[config.mk]
export PLATFORM = sky130hd
export DESIGN_NAME = vdop_top
export DESIGN_NICKNAME = d
export VERILOG_FILES = /design/src/vdop_pkg.sv /design/src/vdop_top.sv
export VERILOG_INCLUDE_DIRS = /design/src /design/src/src
export SDC_FILE = /design/constraint.sdc
export NUM_CORES = 1
export LEC_CHECK = 0
export BUFFER_PORTS_ARGS = -buffer_cell sky130_fd_sc_hd__buf_2
export CAP_MARGIN = 20
export CORE_MARGIN = 2
export CORE_UTILIZATION = 33
export CTS_CLUSTER_SIZE = 12
export DETAILED_ROUTE_END_ITERATION = 10
export PLACE_DENSITY_LB_ADDON = 0.15
export SLEW_MARGIN = 20
export SYNTH_ARGS = -nofsm -noshare
export SYNTH_HDL_FRONTEND = slang
export SYNTH_SLANG_ARGS = --single-unit
[constraint.sdc]
create_clock -name sys_clk -period 3.5 [get_ports sys_clk]
set_clock_uncertainty 0.1 [all_clocks]
set_input_delay 0.175 -clock sys_clk [delete_from_list [all_inputs] [get_ports sys_clk]]
set_output_delay 0.175 -clock sys_clk [all_outputs]
set_load 0.1 [all_outputs]
[src/vdop_defs.svh]
/*
 * Register map, field positions, reset values and counts of the video
 * output port. Assumes inclusion by vdop_pkg and vdop_top only.
 */
`ifndef VDOP_DEFS_SVH
`define VDOP_DEFS_SVH
// register word indices (address bits 4:2)
`define VDOP_A_TC 3'h0
`define VDOP_A_POL 3'h1
`define VDOP_A_FMT 3'h2
`define VDOP_A_HWIN 3'h3
`define VDOP_A_VWIN 3'h4
`define VDOP_A_GEOM 3'h5
`define VDOP_A_SPIO 3'h6
`define VDOP_A_STAT 3'h7
// timing control fields
`define VDOP_TC_UNIT 0
`define VDOP_TC_HONLY 1
`define VDOP_TC_BUS8 2
`define VDOP_TC_MODE2 3
`define VDOP_TC_QACT 4
`define VDOP_TC_SLEEP 5
`define VDOP_TC_REL 6
`define VDOP_TC_MASK 32'h0000_003F
`define VDOP_POL_MASK 32'h0000_007F
`define VDOP_FMT_MASK 32'h0000_000F
`define VDOP_WIN_MASK 32'h03FF_03FF
`define VDOP_SPIO_MASK 32'h0000_FFFF
// output format fields
`define VDOP_FMT_CCDIS 3
// reset values
`define VDOP_HWIN_RST 32'h0340_0080
`define VDOP_VWIN_RST 32'h01E0_0028
`define VDOP_GEOM_RST 32'h020D_038E
// counts
`define VDOP_LP_WIDTH 64
`define VDOP_FP_LINES 6
`define VDOP_CC_HALF 8
`define VDOP_CODE_LEN 4
`define VDOP_CODE_FF 8'hFF
`define VDOP_CODE_00 8'h00
`endif

[src/vdop_pkg.sv]
/*
 * Types shared by the video output port.
 * Assumes vdop_defs.svh is on the include path.
 */
`include "vdop_defs.svh"
package vdop_pkg;
  typedef logic [9:0] vdop_cnt_t;
  typedef logic [31:0] vdop_word_t;
  typedef enum logic {VDOP_WR_IDLE, VDOP_WR_RESP} vdop_wr_t;
endpackage

[src/vdop_top.sv]
/*
 * Video decoder output port: timing markers, qualified clock, pixel bus,
 * three-state control, caption status and an AXI4-Lite register slave.
 * Assumes sys_clk is twice the 2x pixel clock, pixel data and caption level
 * come from logic on sys_clk, and pins pass through two flip-flops.
 */
// Register access over AXI4-Lite and the placing of the registers are this design's own decisions.
// Overview of operation
// - line start pulse is 64 1x cycles; its rising edge starts a line
// - width unit bit counts the line pulse in pixels instead of cycles
// - field pulse changes on 1x rise, six lines wide, rise starts field
// - each marker output is inverted by its polarity register bit
// - active high in viewable region, composite or horizontal, bounds set
// - qualified clock rises only with valid active pixel data on the bus
// - qualified clock runs inverted to the 1x, or 2x in 8-bit, clock
// - in mode 2 qualified clock edges are held off during control codes
// - outputs except caption status and 8-bit spare lines float while enable is high; drive two sys_clk rises after it goes low
// - output group disable bits float pin subgroups individually
// - field parity high for odd fields, before polarity inversion
// - chroma flag high while presented chroma byte is Cb
// - 16-bit uses whole bus from bit 0; 8-bit uses upper byte only
// - bus updates on 1x clock in 16-bit mode, 2x clock in 8-bit mode
// - mode 2 interleaves embedded control codes with pixel data
// - in 8-bit mode lower eight lines are spare general purpose I/O
// - pixel valid only on cycles carrying a valid scaled pixel
// - open-drain caption status pulls low at 8 characters, disableable
// - power-down pin high acts as the clock sleep bit
// - vertical window drops vertical_delay_count/2 lines after field pulse, rises later
// - strap caught at reset keeps outputs floating when high
// - crystal count pin picks the default crystal for auto detection
`timescale 1ns/100ps
`default_nettype none
`include "vdop_defs.svh"
module vdop_top #(
  parameter int AW = 8,
  parameter int LP_WIDTH = `VDOP_LP_WIDTH,
  parameter int FP_LINES = `VDOP_FP_LINES,
  parameter int CC_HALF = `VDOP_CC_HALF
) (
  input wire logic sys_clk, // twice the 2x pixel clock, 10 MHz
  input wire logic rst_b, // async reset, active low
  input wire logic [AW-1:0] s_axi_awaddr, // write address
  input wire logic s_axi_awvalid, // write address valid
  output logic s_axi_awready, // write address ready
  input wire logic [31:0] s_axi_wdata, // write data
  input wire logic [3:0] s_axi_wstrb, // write byte lanes
  input wire logic s_axi_wvalid, // write data valid
  output logic s_axi_wready, // write data ready
  output logic [1:0] s_axi_bresp, // write response
  output logic s_axi_bvalid, // write response valid
  input wire logic s_axi_bready, // write response ready
  input wire logic [AW-1:0] s_axi_araddr, // read address
  input wire logic s_axi_arvalid, // read address valid
  output logic s_axi_arready, // read address ready
  output vdop_pkg::vdop_word_t s_axi_rdata, // read data
  output logic [1:0] s_axi_rresp, // read response
  output logic s_axi_rvalid, // read data valid
  input wire logic s_axi_rready, // read data ready
  input wire logic [7:0] pix_luma, // scaled luma
  input wire logic [7:0] pix_chroma, // scaled chroma, Cb/Cr alternating
  input wire logic pix_ok, // scaled pixel present this 1x cycle
  input wire logic [4:0] caption_level, // caption fifo fill
  input wire logic output_enable_n, // pin, active low
  input wire logic power_down_input, // pin, high = sleep
  input wire logic tristate_at_reset_select, // strap pin
  input wire logic crystal_count_select, // pin, high = two crystals
  output logic line_start_pulse, // line marker
  output logic field_start_pulse, // field marker
  output logic active, // active window marker
  output logic field_parity, // odd field marker
  output logic chroma_phase_flag, // Cb byte marker
  output logic pixel_valid, // pixel present marker
  output logic vertical_window, // vertical blanking marker
  output logic marker_oe_n, // markers enable, low drives
  output logic qualified_pixel_clock, // gated pixel clock
  output logic pixel_clock_1x, // 1x clock out
  output logic pixel_clock_2x, // 2x clock out
  output logic clock_oe_n, // clock pins enable, low drives
  output logic [15:0] video_data_bus, // pixel bus out
  input wire logic [7:0] video_data_bus_in, // lower lines in
  output logic [15:0] video_data_bus_oe_n, // per line, low drives
  output logic caption_fifo_half_full_n, // open drain, always 0
  output logic caption_fifo_half_full_n_oe_n, // low pulls pin low
  output logic power_down, // block asleep
  output logic crystal_default_secondary // auto-detect default
);
  import vdop_pkg::*;

  localparam int NS = 12;

  function automatic vdop_word_t strb(vdop_word_t o, vdop_word_t n,
                                      logic [3:0] s);
    vdop_word_t r;
    r = o;
    for (int i = 0; i < 4; i++) begin
      if (s[i]) begin
        r[i*8 +: 8] = n[i*8 +: 8];
      end
    end
    return r;
  endfunction

  function automatic logic mapped(logic [AW-1:0] a);
    return a[AW-1:5] == '0 && a[1:0] == 2'b00;
  endfunction

  generate
    if (AW < 6 || LP_WIDTH < 1 || LP_WIDTH > 127 || FP_LINES < 1 ||
        CC_HALF < 1 || CC_HALF > 31) begin : g_bad
      $error("vdop_top: unsupported parameter value");
    end
  endgenerate

  // pin synchronisers
  logic [NS-1:0] sync1, sync2;
  always_ff @(posedge sys_clk or negedge rst_b) begin
    if (!rst_b) begin
      sync1 <= '1;
      sync2 <= '1;
    end else begin
      sync1 <= {video_data_bus_in, crystal_count_select,
                tristate_at_reset_select, power_down_input, output_enable_n};
      sync2 <= sync1;
    end
  end
  wire logic oe_s = sync2[0];
  wire logic pd_s = sync2[1];
  wire logic strap_s = sync2[2];
  wire logic xtal_s = sync2[3];
  wire logic [7:0] gpio_s = sync2[11:4];

  // registers
  vdop_word_t tc, pol, fmt, hwin, vwin, geom, spio;
  vdop_wr_t wst;
  logic aw_got, w_got, wr_fire, rel;
  logic [AW-1:0] awaddr_q;
  vdop_word_t wdata_q;
  logic [3:0] wstrb_q;
  assign s_axi_awready = !aw_got && wst == VDOP_WR_IDLE;
  assign s_axi_wready = !w_got && wst == VDOP_WR_IDLE;
  assign s_axi_arready = !s_axi_rvalid;
  assign wr_fire = wst == VDOP_WR_IDLE && aw_got && w_got;
  assign rel = wr_fire && awaddr_q[4:2] == `VDOP_A_TC &&
               wstrb_q[0] && wdata_q[`VDOP_TC_REL];

  always_ff @(posedge sys_clk or negedge rst_b) begin
    if (!rst_b) begin
      wst <= VDOP_WR_IDLE;
      aw_got <= 1'b0;
      w_got <= 1'b0;
      awaddr_q <= '0;
      wdata_q <= '0;
      wstrb_q <= '0;
      s_axi_bvalid <= 1'b0;
      s_axi_bresp <= 2'b00;
    end else begin
      if (s_axi_awvalid && s_axi_awready) begin
        aw_got <= 1'b1;
        awaddr_q <= s_axi_awaddr;
      end
      if (s_axi_wvalid && s_axi_wready) begin
        w_got <= 1'b1;
        wdata_q <= s_axi_wdata;
        wstrb_q <= s_axi_wstrb;
      end
      unique case (wst)
        VDOP_WR_IDLE: begin
          if (wr_fire) begin
            wst <= VDOP_WR_RESP;
            s_axi_bvalid <= 1'b1;
            s_axi_bresp <= mapped(awaddr_q) ? 2'b00 : 2'b10;
          end
        end
        VDOP_WR_RESP: begin
          if (s_axi_bready) begin
            wst <= VDOP_WR_IDLE;
            s_axi_bvalid <= 1'b0;
            aw_got <= 1'b0;
            w_got <= 1'b0;
          end
        end
      endcase
    end
  end

  always_ff @(posedge sys_clk or negedge rst_b) begin
    if (!rst_b) begin
      tc <= '0;
      pol <= '0;
      fmt <= '0;
      hwin <= `VDOP_HWIN_RST;
      vwin <= `VDOP_VWIN_RST;
      geom <= `VDOP_GEOM_RST;
      spio <= '0;
    end else if (wr_fire && mapped(awaddr_q)) begin
      unique case (awaddr_q[4:2])
        `VDOP_A_TC: tc <= strb(tc, wdata_q, wstrb_q) & `VDOP_TC_MASK;
        `VDOP_A_POL: pol <= strb(pol, wdata_q, wstrb_q) & `VDOP_POL_MASK;
        `VDOP_A_FMT: fmt <= strb(fmt, wdata_q, wstrb_q) & `VDOP_FMT_MASK;
        `VDOP_A_HWIN: hwin <= strb(hwin, wdata_q, wstrb_q) & `VDOP_WIN_MASK;
        `VDOP_A_VWIN: vwin <= strb(vwin, wdata_q, wstrb_q) & `VDOP_WIN_MASK;
        `VDOP_A_GEOM: geom <= strb(geom, wdata_q, wstrb_q) & `VDOP_WIN_MASK;
        `VDOP_A_SPIO: spio <= strb(spio, wdata_q, wstrb_q) & `VDOP_SPIO_MASK;
        `VDOP_A_STAT: spio <= spio;
      endcase
    end
  end

  // strap capture and three-state hold
  logic [1:0] init_cnt;
  logic tri_hold;
  always_ff @(posedge sys_clk or negedge rst_b) begin
    if (!rst_b) begin
      init_cnt <= 2'd0;
      tri_hold <= 1'b1;
    end else begin
      if (init_cnt != 2'd3) begin
        init_cnt <= init_cnt + 2'd1;
      end
      if (init_cnt == 2'd2) begin
        tri_hold <= strap_s;
      end else if (rel) begin
        tri_hold <= 1'b0;
      end
    end
  end

  // clock phases: 2x = ~ph[0], 1x = ph[1]
  logic [1:0] ph;
  wire logic [1:0] next_ph = ph + 2'd1;
  wire logic tick2 = ph[0];
  wire logic tick1 = ph == 2'd1;
  wire logic bus8 = tc[`VDOP_TC_BUS8];
  wire logic mode2 = tc[`VDOP_TC_MODE2];
  assign power_down = pd_s || tc[`VDOP_TC_SLEEP];
  assign crystal_default_secondary = xtal_s;
  always_ff @(posedge sys_clk or negedge rst_b) begin
    if (!rst_b) begin
      ph <= 2'd0;
      pixel_clock_1x <= 1'b0;
      pixel_clock_2x <= 1'b1;
    end else begin
      ph <= next_ph;
      pixel_clock_1x <= next_ph[1];
      pixel_clock_2x <= !next_ph[0];
    end
  end

  // raster timing, advanced on each 1x rise while not powered down
  vdop_cnt_t hcnt, vcnt;
  logic [6:0] lp_cnt;
  logic lp_raw, odd;
  wire logic adv = tick1 && !power_down;
  wire vdop_cnt_t hs = hwin[9:0];
  wire vdop_cnt_t he = hwin[25:16];
  wire vdop_cnt_t vb = {1'b0, vwin[9:1]};
  wire vdop_cnt_t ve = vb + {1'b0, vwin[25:17]};
  wire logic fp_raw = vcnt < vdop_cnt_t'(FP_LINES);
  wire logic vblank = !(vcnt >= vb && vcnt < ve);
  wire logic hact = hcnt >= hs && hcnt < he;
  wire logic act_raw = tc[`VDOP_TC_HONLY] ? hact : hact && !vblank;
  wire logic code_on = mode2 && hs >= vdop_cnt_t'(`VDOP_CODE_LEN) &&
                       hcnt >= hs - vdop_cnt_t'(`VDOP_CODE_LEN) &&
                       hcnt < hs;
  wire logic lp_step = !tc[`VDOP_TC_UNIT] || pix_ok;
  always_ff @(posedge sys_clk or negedge rst_b) begin
    if (!rst_b) begin
      hcnt <= '0;
      vcnt <= '0;
      lp_cnt <= '0;
      lp_raw <= 1'b0;
      odd <= 1'b1;
    end else if (adv) begin
      if (hcnt >= geom[9:0] - 10'd1) begin
        hcnt <= '0;
        lp_raw <= 1'b1;
        lp_cnt <= '0;
        if (vcnt >= geom[25:16] - 10'd1) begin
          vcnt <= '0;
          odd <= !odd;
        end else begin
          vcnt <= vcnt + 10'd1;
        end
      end else begin
        hcnt <= hcnt + 10'd1;
        if (lp_raw && lp_step) begin
          lp_cnt <= lp_cnt + 7'd1;
          if (lp_cnt == 7'(LP_WIDTH - 1)) begin
            lp_raw <= 1'b0;
          end
        end
      end
    end
  end

  // pixel capture and chroma phase
  logic [7:0] luma_q, chroma_q;
  logic valid_q, cb_q, code_q, act_q, vb_q;
  logic [1:0] code_idx;
  always_ff @(posedge sys_clk or negedge rst_b) begin
    if (!rst_b) begin
      luma_q <= '0;
      chroma_q <= '0;
      valid_q <= 1'b0;
      cb_q <= 1'b1;
      code_q <= 1'b0;
      act_q <= 1'b0;
      vb_q <= 1'b1;
      code_idx <= 2'd0;
    end else if (adv) begin
      luma_q <= pix_luma;
      chroma_q <= pix_chroma;
      valid_q <= pix_ok && !code_on;
      code_q <= code_on;
      act_q <= act_raw;
      vb_q <= vblank;
      code_idx <= 2'(hcnt - (hs - vdop_cnt_t'(`VDOP_CODE_LEN)));
      if (hcnt == '0) begin
        cb_q <= 1'b1;
      end else if (pix_ok) begin
        cb_q <= !cb_q;
      end
    end
  end

  // embedded code byte: ff 00 00 then status
  logic [7:0] code_byte;
  always_comb begin
    unique case (code_idx)
      2'd0: code_byte = `VDOP_CODE_FF;
      2'd1: code_byte = `VDOP_CODE_00;
      2'd2: code_byte = `VDOP_CODE_00;
      2'd3: code_byte = {1'b1, !odd, vb_q, 5'b0_0000};
    endcase
  end

  // data bus: 1x updates in 16-bit, 2x updates in 8-bit
  wire logic [7:0] hi_d = code_q ? code_byte : ph == 2'd1 ? chroma_q : luma_q;
  always_ff @(posedge sys_clk or negedge rst_b) begin
    if (!rst_b) begin
      video_data_bus <= '0;
    end else begin
      if (bus8 && tick2) begin
        video_data_bus <= {hi_d, spio[7:0]};
      end else if (!bus8 && ph == 2'd2) begin
        video_data_bus <= code_q ? {code_byte, code_byte}
                                 : {luma_q, chroma_q};
      end
    end
  end

  // qualified clock: gate moves only while its source is high
  logic gate;
  wire logic src = bus8 ? !next_ph[0] : next_ph[1];
  wire logic next_gate = valid_q && !code_q &&
                         (!tc[`VDOP_TC_QACT] || act_q);
  always_ff @(posedge sys_clk or negedge rst_b) begin
    if (!rst_b) begin
      gate <= 1'b0;
      qualified_pixel_clock <= 1'b0;
    end else begin
      if (src) begin
        gate <= next_gate;
      end
      qualified_pixel_clock <= !src && (src ? next_gate : gate);
    end
  end

  // markers with polarity
  wire logic [6:0] raw = {vblank, valid_q, cb_q, odd, act_q, fp_raw, lp_raw};
  logic [6:0] mk;
  always_ff @(posedge sys_clk or negedge rst_b) begin
    if (!rst_b) begin
      mk <= '0;
    end else begin
      mk <= raw ^ pol[6:0];
    end
  end
  assign {vertical_window, pixel_valid, chroma_phase_flag, field_parity,
          active, field_start_pulse, line_start_pulse} = mk;

  // output enables
  wire logic off = oe_s || tri_hold;
  logic [15:0] bus_oe_n;
  always_comb begin
    bus_oe_n = {16{off || fmt[0]}};
    if (bus8) begin
      bus_oe_n[7:0] = ~spio[15:8];
    end
  end
  assign video_data_bus_oe_n = bus_oe_n;
  assign marker_oe_n = off || fmt[1];
  assign clock_oe_n = off || fmt[2];
  assign caption_fifo_half_full_n = 1'b0;
  assign caption_fifo_half_full_n_oe_n =
    !(caption_level >= 5'(CC_HALF) && !fmt[`VDOP_FMT_CCDIS]);

  // read side
  always_ff @(posedge sys_clk or negedge rst_b) begin
    if (!rst_b) begin
      s_axi_rvalid <= 1'b0;
      s_axi_rdata <= '0;
      s_axi_rresp <= 2'b00;
    end else if (s_axi_arvalid && s_axi_arready) begin
      s_axi_rvalid <= 1'b1;
      s_axi_rresp <= mapped(s_axi_araddr) ? 2'b00 : 2'b10;
      s_axi_rdata <= '0;
      if (mapped(s_axi_araddr)) begin
        unique case (s_axi_araddr[4:2])
          `VDOP_A_TC: s_axi_rdata <= tc;
          `VDOP_A_POL: s_axi_rdata <= pol;
          `VDOP_A_FMT: s_axi_rdata <= fmt;
          `VDOP_A_HWIN: s_axi_rdata <= hwin;
          `VDOP_A_VWIN: s_axi_rdata <= vwin;
          `VDOP_A_GEOM: s_axi_rdata <= geom;
          `VDOP_A_SPIO: s_axi_rdata <= {8'h00, gpio_s, spio[15:0]};
          `VDOP_A_STAT: s_axi_rdata <= {27'h000_0000, xtal_s, tri_hold,
                                        power_down,
                                        !caption_fifo_half_full_n_oe_n, odd};
        endcase
      end
    end else if (s_axi_rready) begin
      s_axi_rvalid <= 1'b0;
    end
  end
endmodule
`default_nettype wire

Word-level counts from Yosys, hierarchy flattened
Cells that the tools add are included.
Widths: inputs -> output; s select.
{ "totals": {"ff_bits": 280, "elab_cells": 228, "in_bits": 93, "output_inout_bits": 89} }
{ "op_classes": {"bitwise_logic": 3, "n_eq_ne": 23, "n_addsub": 10, "n_reduce_logical": 90, "mux": 39, "order_cmp": 11} }
{ "op_table": {"columns": ["op", "count"], "rows": [
  ["$pmux 32 s8", 1],
  ["$reduce_and 3->1", 19],
  ["$mux 16", 3],
  ["$ge 10x10->1", 4],
  ["$mux 32", 1],
  ["$lt 10x10->1", 3],
  ["$logic_and 1x1->1", 28],
  ["$mux 8", 3],
  ["$pmux 8 s3", 1],
  ["$mux 1", 22],
  ["$eq 3x3->1 const B", 7],
  ["$add 10x1->10 const B", 2],
  ["$mux 10", 2],
  ["$sub 10x1->10 const B", 2],
  ["$logic_not 1->1", 16],
  ["$mux 7", 2],
  ["$eq 3x2->1 const B", 4],
  ["$logic_not 3->1", 4],
  ["$reduce_bool 2->1", 6],
  ["$add 9x9->10", 1],
  ["$ge 10x3->1 const B", 1],
  ["$ge 10x9->1", 1],
  ["$logic_not 10->1", 1],
  ["$lt 10x3->1 const B", 1],
  ["other kinds (19)", 41]
]} }

Depth between registers and ports, before layout
{ "logic_depth": {"ltp_word": 8, "depth_mapped": 15, "mapped_depth_nobuf": 15} }

Worst setup path after synthesis
No wires, ideal clock.
{ "synth_path": {"path_type": "register to output", "start": "register tri_hold", "end": "output video_data_bus_oe_n[0]", "arrival_time_ps": 3171, "n_path_buf": 0, "t_required_ps": 3225, "slack_ps": 54, "path_stages_with_launch": 4, "cell_sequence": "dfstp_2 > or3_1 > nor2_1 > a21oi_1"} }
{ "synth_via": {"elab_chain_cells": 3} }
{ "synth_lines": {"columns": ["item", "line_no", "text"], "rows": [
  ["start, declared", "vdop_top.sv:211", "logic tri_hold;"],
  ["start signal, assigned", "vdop_top.sv:221", "tri_hold <= strap_s;"],
  ["$logic_or 1x1->1", "vdop_top.sv:383", "wire logic off = oe_s || tri_hold;"],
  ["$logic_or 1x1->1", "vdop_top.sv:386", "bus_oe_n = {16{off || fmt[0]}};"],
  ["named net video_data_bus_oe_n[8]", "vdop_top.sv:81", "output logic [15:0] video_data_bus_oe_n,"],
  ["$mux 8", "vdop_top.sv:387", "if (bus8) begin"],
  ["end, declared", "vdop_top.sv:81", null]
]} }
The timed path passes the listed nets, and every way through them passes these cells.

Worst setup path after layout
{ "layout_path": {"start": "register geom[5]", "end": "register vcnt[9]"} }
{ "layout_via": {"elab_chain_cells": 3} }
{ "layout_lines": {"columns": ["item", "line_no", "text"], "rows": [
  ["start, declared", "vdop_top.sv:133", "vdop_word_t tc, pol, fmt, hwin, vwin, geom, spio;"],
  ["start signal, assigned", "vdop_top.sv:193", "geom <= `VDOP_GEOM_RST;"],
  ["start signal, assigned", "vdop_top.sv:202", "`VDOP_A_GEOM: geom <= strb(geom, wdata_q, wstrb_q) & `VDOP_WIN_MASK;"],
  ["$sub 10x1->10", "vdop_top.sv:274", "if (hcnt >= geom[9:0] - 10'd1) begin"],
  ["$ge 10x10->1", "vdop_top.sv:274", null],
  ["$reduce_and 2->1 (no line)", null, null],
  ["end signal, assigned", "vdop_top.sv:282", "vcnt <= vcnt + 10'd1;"],
  ["end, declared", "vdop_top.sv:250", "vdop_cnt_t hcnt, vcnt;"]
]} }
No other way between the ends.
A chain may end at the register's enable or synchronous reset.

==> results.json <==
{
  "worst_ep_required_time_ns": 3.81,
  "slew_headroom": 0.392,
  "syn_inst": 1297,
  "yosys_most_used_dff": "dfrtp_1",
  "ys_seq_area_frac": 0.486,
  "setup_viol": 0,
  "place_congestion": 0.828,
  "leakagePower_nw": 8.39,
  "cts-htree-levels": 2,
  "clk_latency_ns": 0.55,
  "synth-seq-cells": 271,
  "port_buffers": 163,
  "postPlaceCellArea_sq_um": 15600,
  "slew_violations": 0,
  "n_antenna_cell": 0,
  "drtAntennaViolNets": 0,
  "die_w_um": 211,
  "core-area_sq_um": 42000,
  "row_count": 75,
  "grt_pass1_vias": 10500,
  "routed_wl_mm": 40.6,
  "final.setup.tns_ns": 0,
  "grt_start_max_net_pins": 113,
  "peakVddDrop_uv": 568,
  "yosys_warnings": 0,
  "yosys.area.top_type": "dfrtp_1",
  "total_power_mw": 13.0,
  "finalHoldViolCount": 0,
  "clockBufferDepth": 3,
  "antenna_found_initial": 0,
  "place_ws_ns": 0.100,
  "period_share": 0.945,
  "wl_per_cell_um": 19.2,
  "syn_area_sq_um": 14100,
  "clock-sinks": 271,
  "start_util": 0.335,
  "synth_edf_count": 0,
  "drive_above_1_share": 0.289,
  "power.density_nw_per_um2": 749,
  "design.die.area_sq_um": 44300,
  "cts_made_buffers": 34,
  "cts_root_buf": "clkbuf_16",
  "fmax_mhz": 302,
  "area_delta_synth_final_pct": 23.7,
  "ys_async_sr_fraction": 1.00,
  "max_slew.worst_pin.slew_ns": 0.912,
  "final_net_count": 1731,
  "design_area_sq_um": 17400,
  "dpl.hpwl_mm": 29.1,
  "fin_crit_ns": 3.31,
  "cp_max_fo": 5,
  "ys_types": 78,
  "rsz0062_at_grt": "false",
  "hp-class": "primary input to register",
  "io_pins": 182,
  "drt_iter0_markers": 569,
  "die_y_um": 211,
  "clk_pin_slew_worst_paths_ns": 0.06,
  "crit_type": "register to register",
  "fillerInstances": 4095,
  "synth_top_area_frac": 0.395,
  "grt_overflow": 0,
  "drt-pass1-iter-count": 5,
  "synth.area.top_cells": "dfrtp_1 39%, mux2_2 11%, dfstp_2 9.1%, ha_1 7.8%, nand2_1 3.9%",
  "track_usage": 0.185,
  "vias_per_cell": 5.05,
  "grt_pass1_wl_mm": 63.3,
  "drv_cap": 0,
  "cts_tree": "yes",
  "critPathLaunchType": "register",
  "vias": 10700,
  "post-route-drc-count": 0,
  "cp-end-kind": "register",
  "arrival_ns": 3.62,
  "finalWorstSetupSlack_ns": 0.193,
  "run_status": "finished clean",
  "avgSynthCellArea_sq_um": 10.9
}
## cells by family after synthesis
logic type / Yosys count / synth area share
xor gates and xnor gates: 44 / 0.0274
adders and majority gates: 90 / 0.0810
muxes: 170 / 0.134
AOI/OAI and AO/OA: 252 / 0.113
buffers and inverters: 130 / 0.0397
DFF: 271 / 0.486
other: 1 / 0.000266
and+or+nand+nor: 339 / 0.118
## stage by stage
step                      hold slack, ns  std cells   util
final                             0.0418       2111  0.414
after global routing              0.0502       2111  0.414
after CTS                         0.0116       2111  0.414
after detailed placement           0.181       1975  0.370
after global placement             0.181       1975  0.370
after floorplan                   -0.221       1305      -
## path summary, 6_finish.rpt
check,startpoint,end,slack (ns),cells after the start
worst min-delay path,s_axi_arvalid,s_axi_rdata[5],0.04,5
worst min register to register,sync1[6],sync2[6],0.25,0
min in group asynchronous,rst_b,s_axi_rdata[23],0.24,2
worst max register to register,geom[5],vcnt[9],0.19,10
max in group asynchronous,rst_b,sync1[2],2.13,3
worst max-delay path,geom[5],vcnt[9],0.19,10
## repair_timing
| action | in CTS | in global routing |
|---|---|---|
| buffers inserted | 0 | 0 |
| resized for setup | 0 | 6 |
| hold buffers | 76 | 0 |
| endpoints found under the hold margin | 167 | 0 |
| endpoints found under the setup margin | 0 | 13 |
## cells in the final DEF (no fill, tap or decap), types with 26 or more instances in the layout
cell	instances
ha_1	88
xor2_1	26
a21oi_1	55
mux2_2	137
inv_1	64
nor2_1	56
o21ai_0	86
nand2_1	148
clkbuf_16	34
dfrtp_1	221
mux2i_1	30
dlygate4sd3_1	76
buf_2	162
buf_4	31
nand3_1	30
dfstp_2	49
## layer usage
layer,global-route usage,share of wire,vias up
li1,-,-,5093
met4,0.0595,0.023,0
met5,0,0,-
met3,0.0289,0.041,48
met1,0.264,0.48,5282
met2,0.288,0.46,230
## cell usage after synthesis, drive strengths merged (5+ instances only)
library cell	count
dfrtp	222
nand2	150
mux2	139
ha	88
o21ai	87
inv	64
nor2	61
a21oi	56
dfstp	49
clkbuf	40
nand3	31
mux2i	30
xor2	26
buf	25
nor3	23
a21o	20
xnor2	18
a22o	15
a22oi	14
nand4	13
nor2b	10
nand2b	9
and3	8
or3	7
a211oi	6
nor4	6
o211ai	6
o21a	6
o22ai	5
## state kept, by name (all words and copies together) (netlist names), 8 cells and up, named ones only
signal,flops
s_axi_rdata,26
wdata_q,26
geom,20
hwin,20
vwin,20
spio,16
video_data_bus,16
sync1,12
sync2,12
hcnt,10
vcnt,10
awaddr_q,8
chroma_q,8
luma_q,8
## worst max-delay path, stage by stage, from the launching register on
cell	delay, ns
dfrtp_1	0.41
or4_1	0.59
nor4_1	0.26
xnor2_1	0.16
ha_1	0.26
a211o_1	0.30
o211ai_1	0.14
o311ai_4	0.18
o21a_1	0.24
and2_1	0.20
a221o_1	0.33
## report_power, final
part	total, mW	switching [mW]	internal (mW)
clock	3.36	1.39	1.97
sequential	4.74	0.850	3.89
combinational	4.94	3.35	1.59
total	13.0	5.59	7.45
## area by class of cell
cell class	count	area, sq um	area share
Clock inverter	8	53.8	0.00309
Clock buffer	52	998	0.0573
Tap cell	539	674	0.0387
Multi-Input combinational cell	904	6750	0.387
Sequential cell	271	6840	0.393
Inverter	65	244	0.0140
Timing Repair Buffer	272	1860	0.107
(Power assumes the default switching activity.)
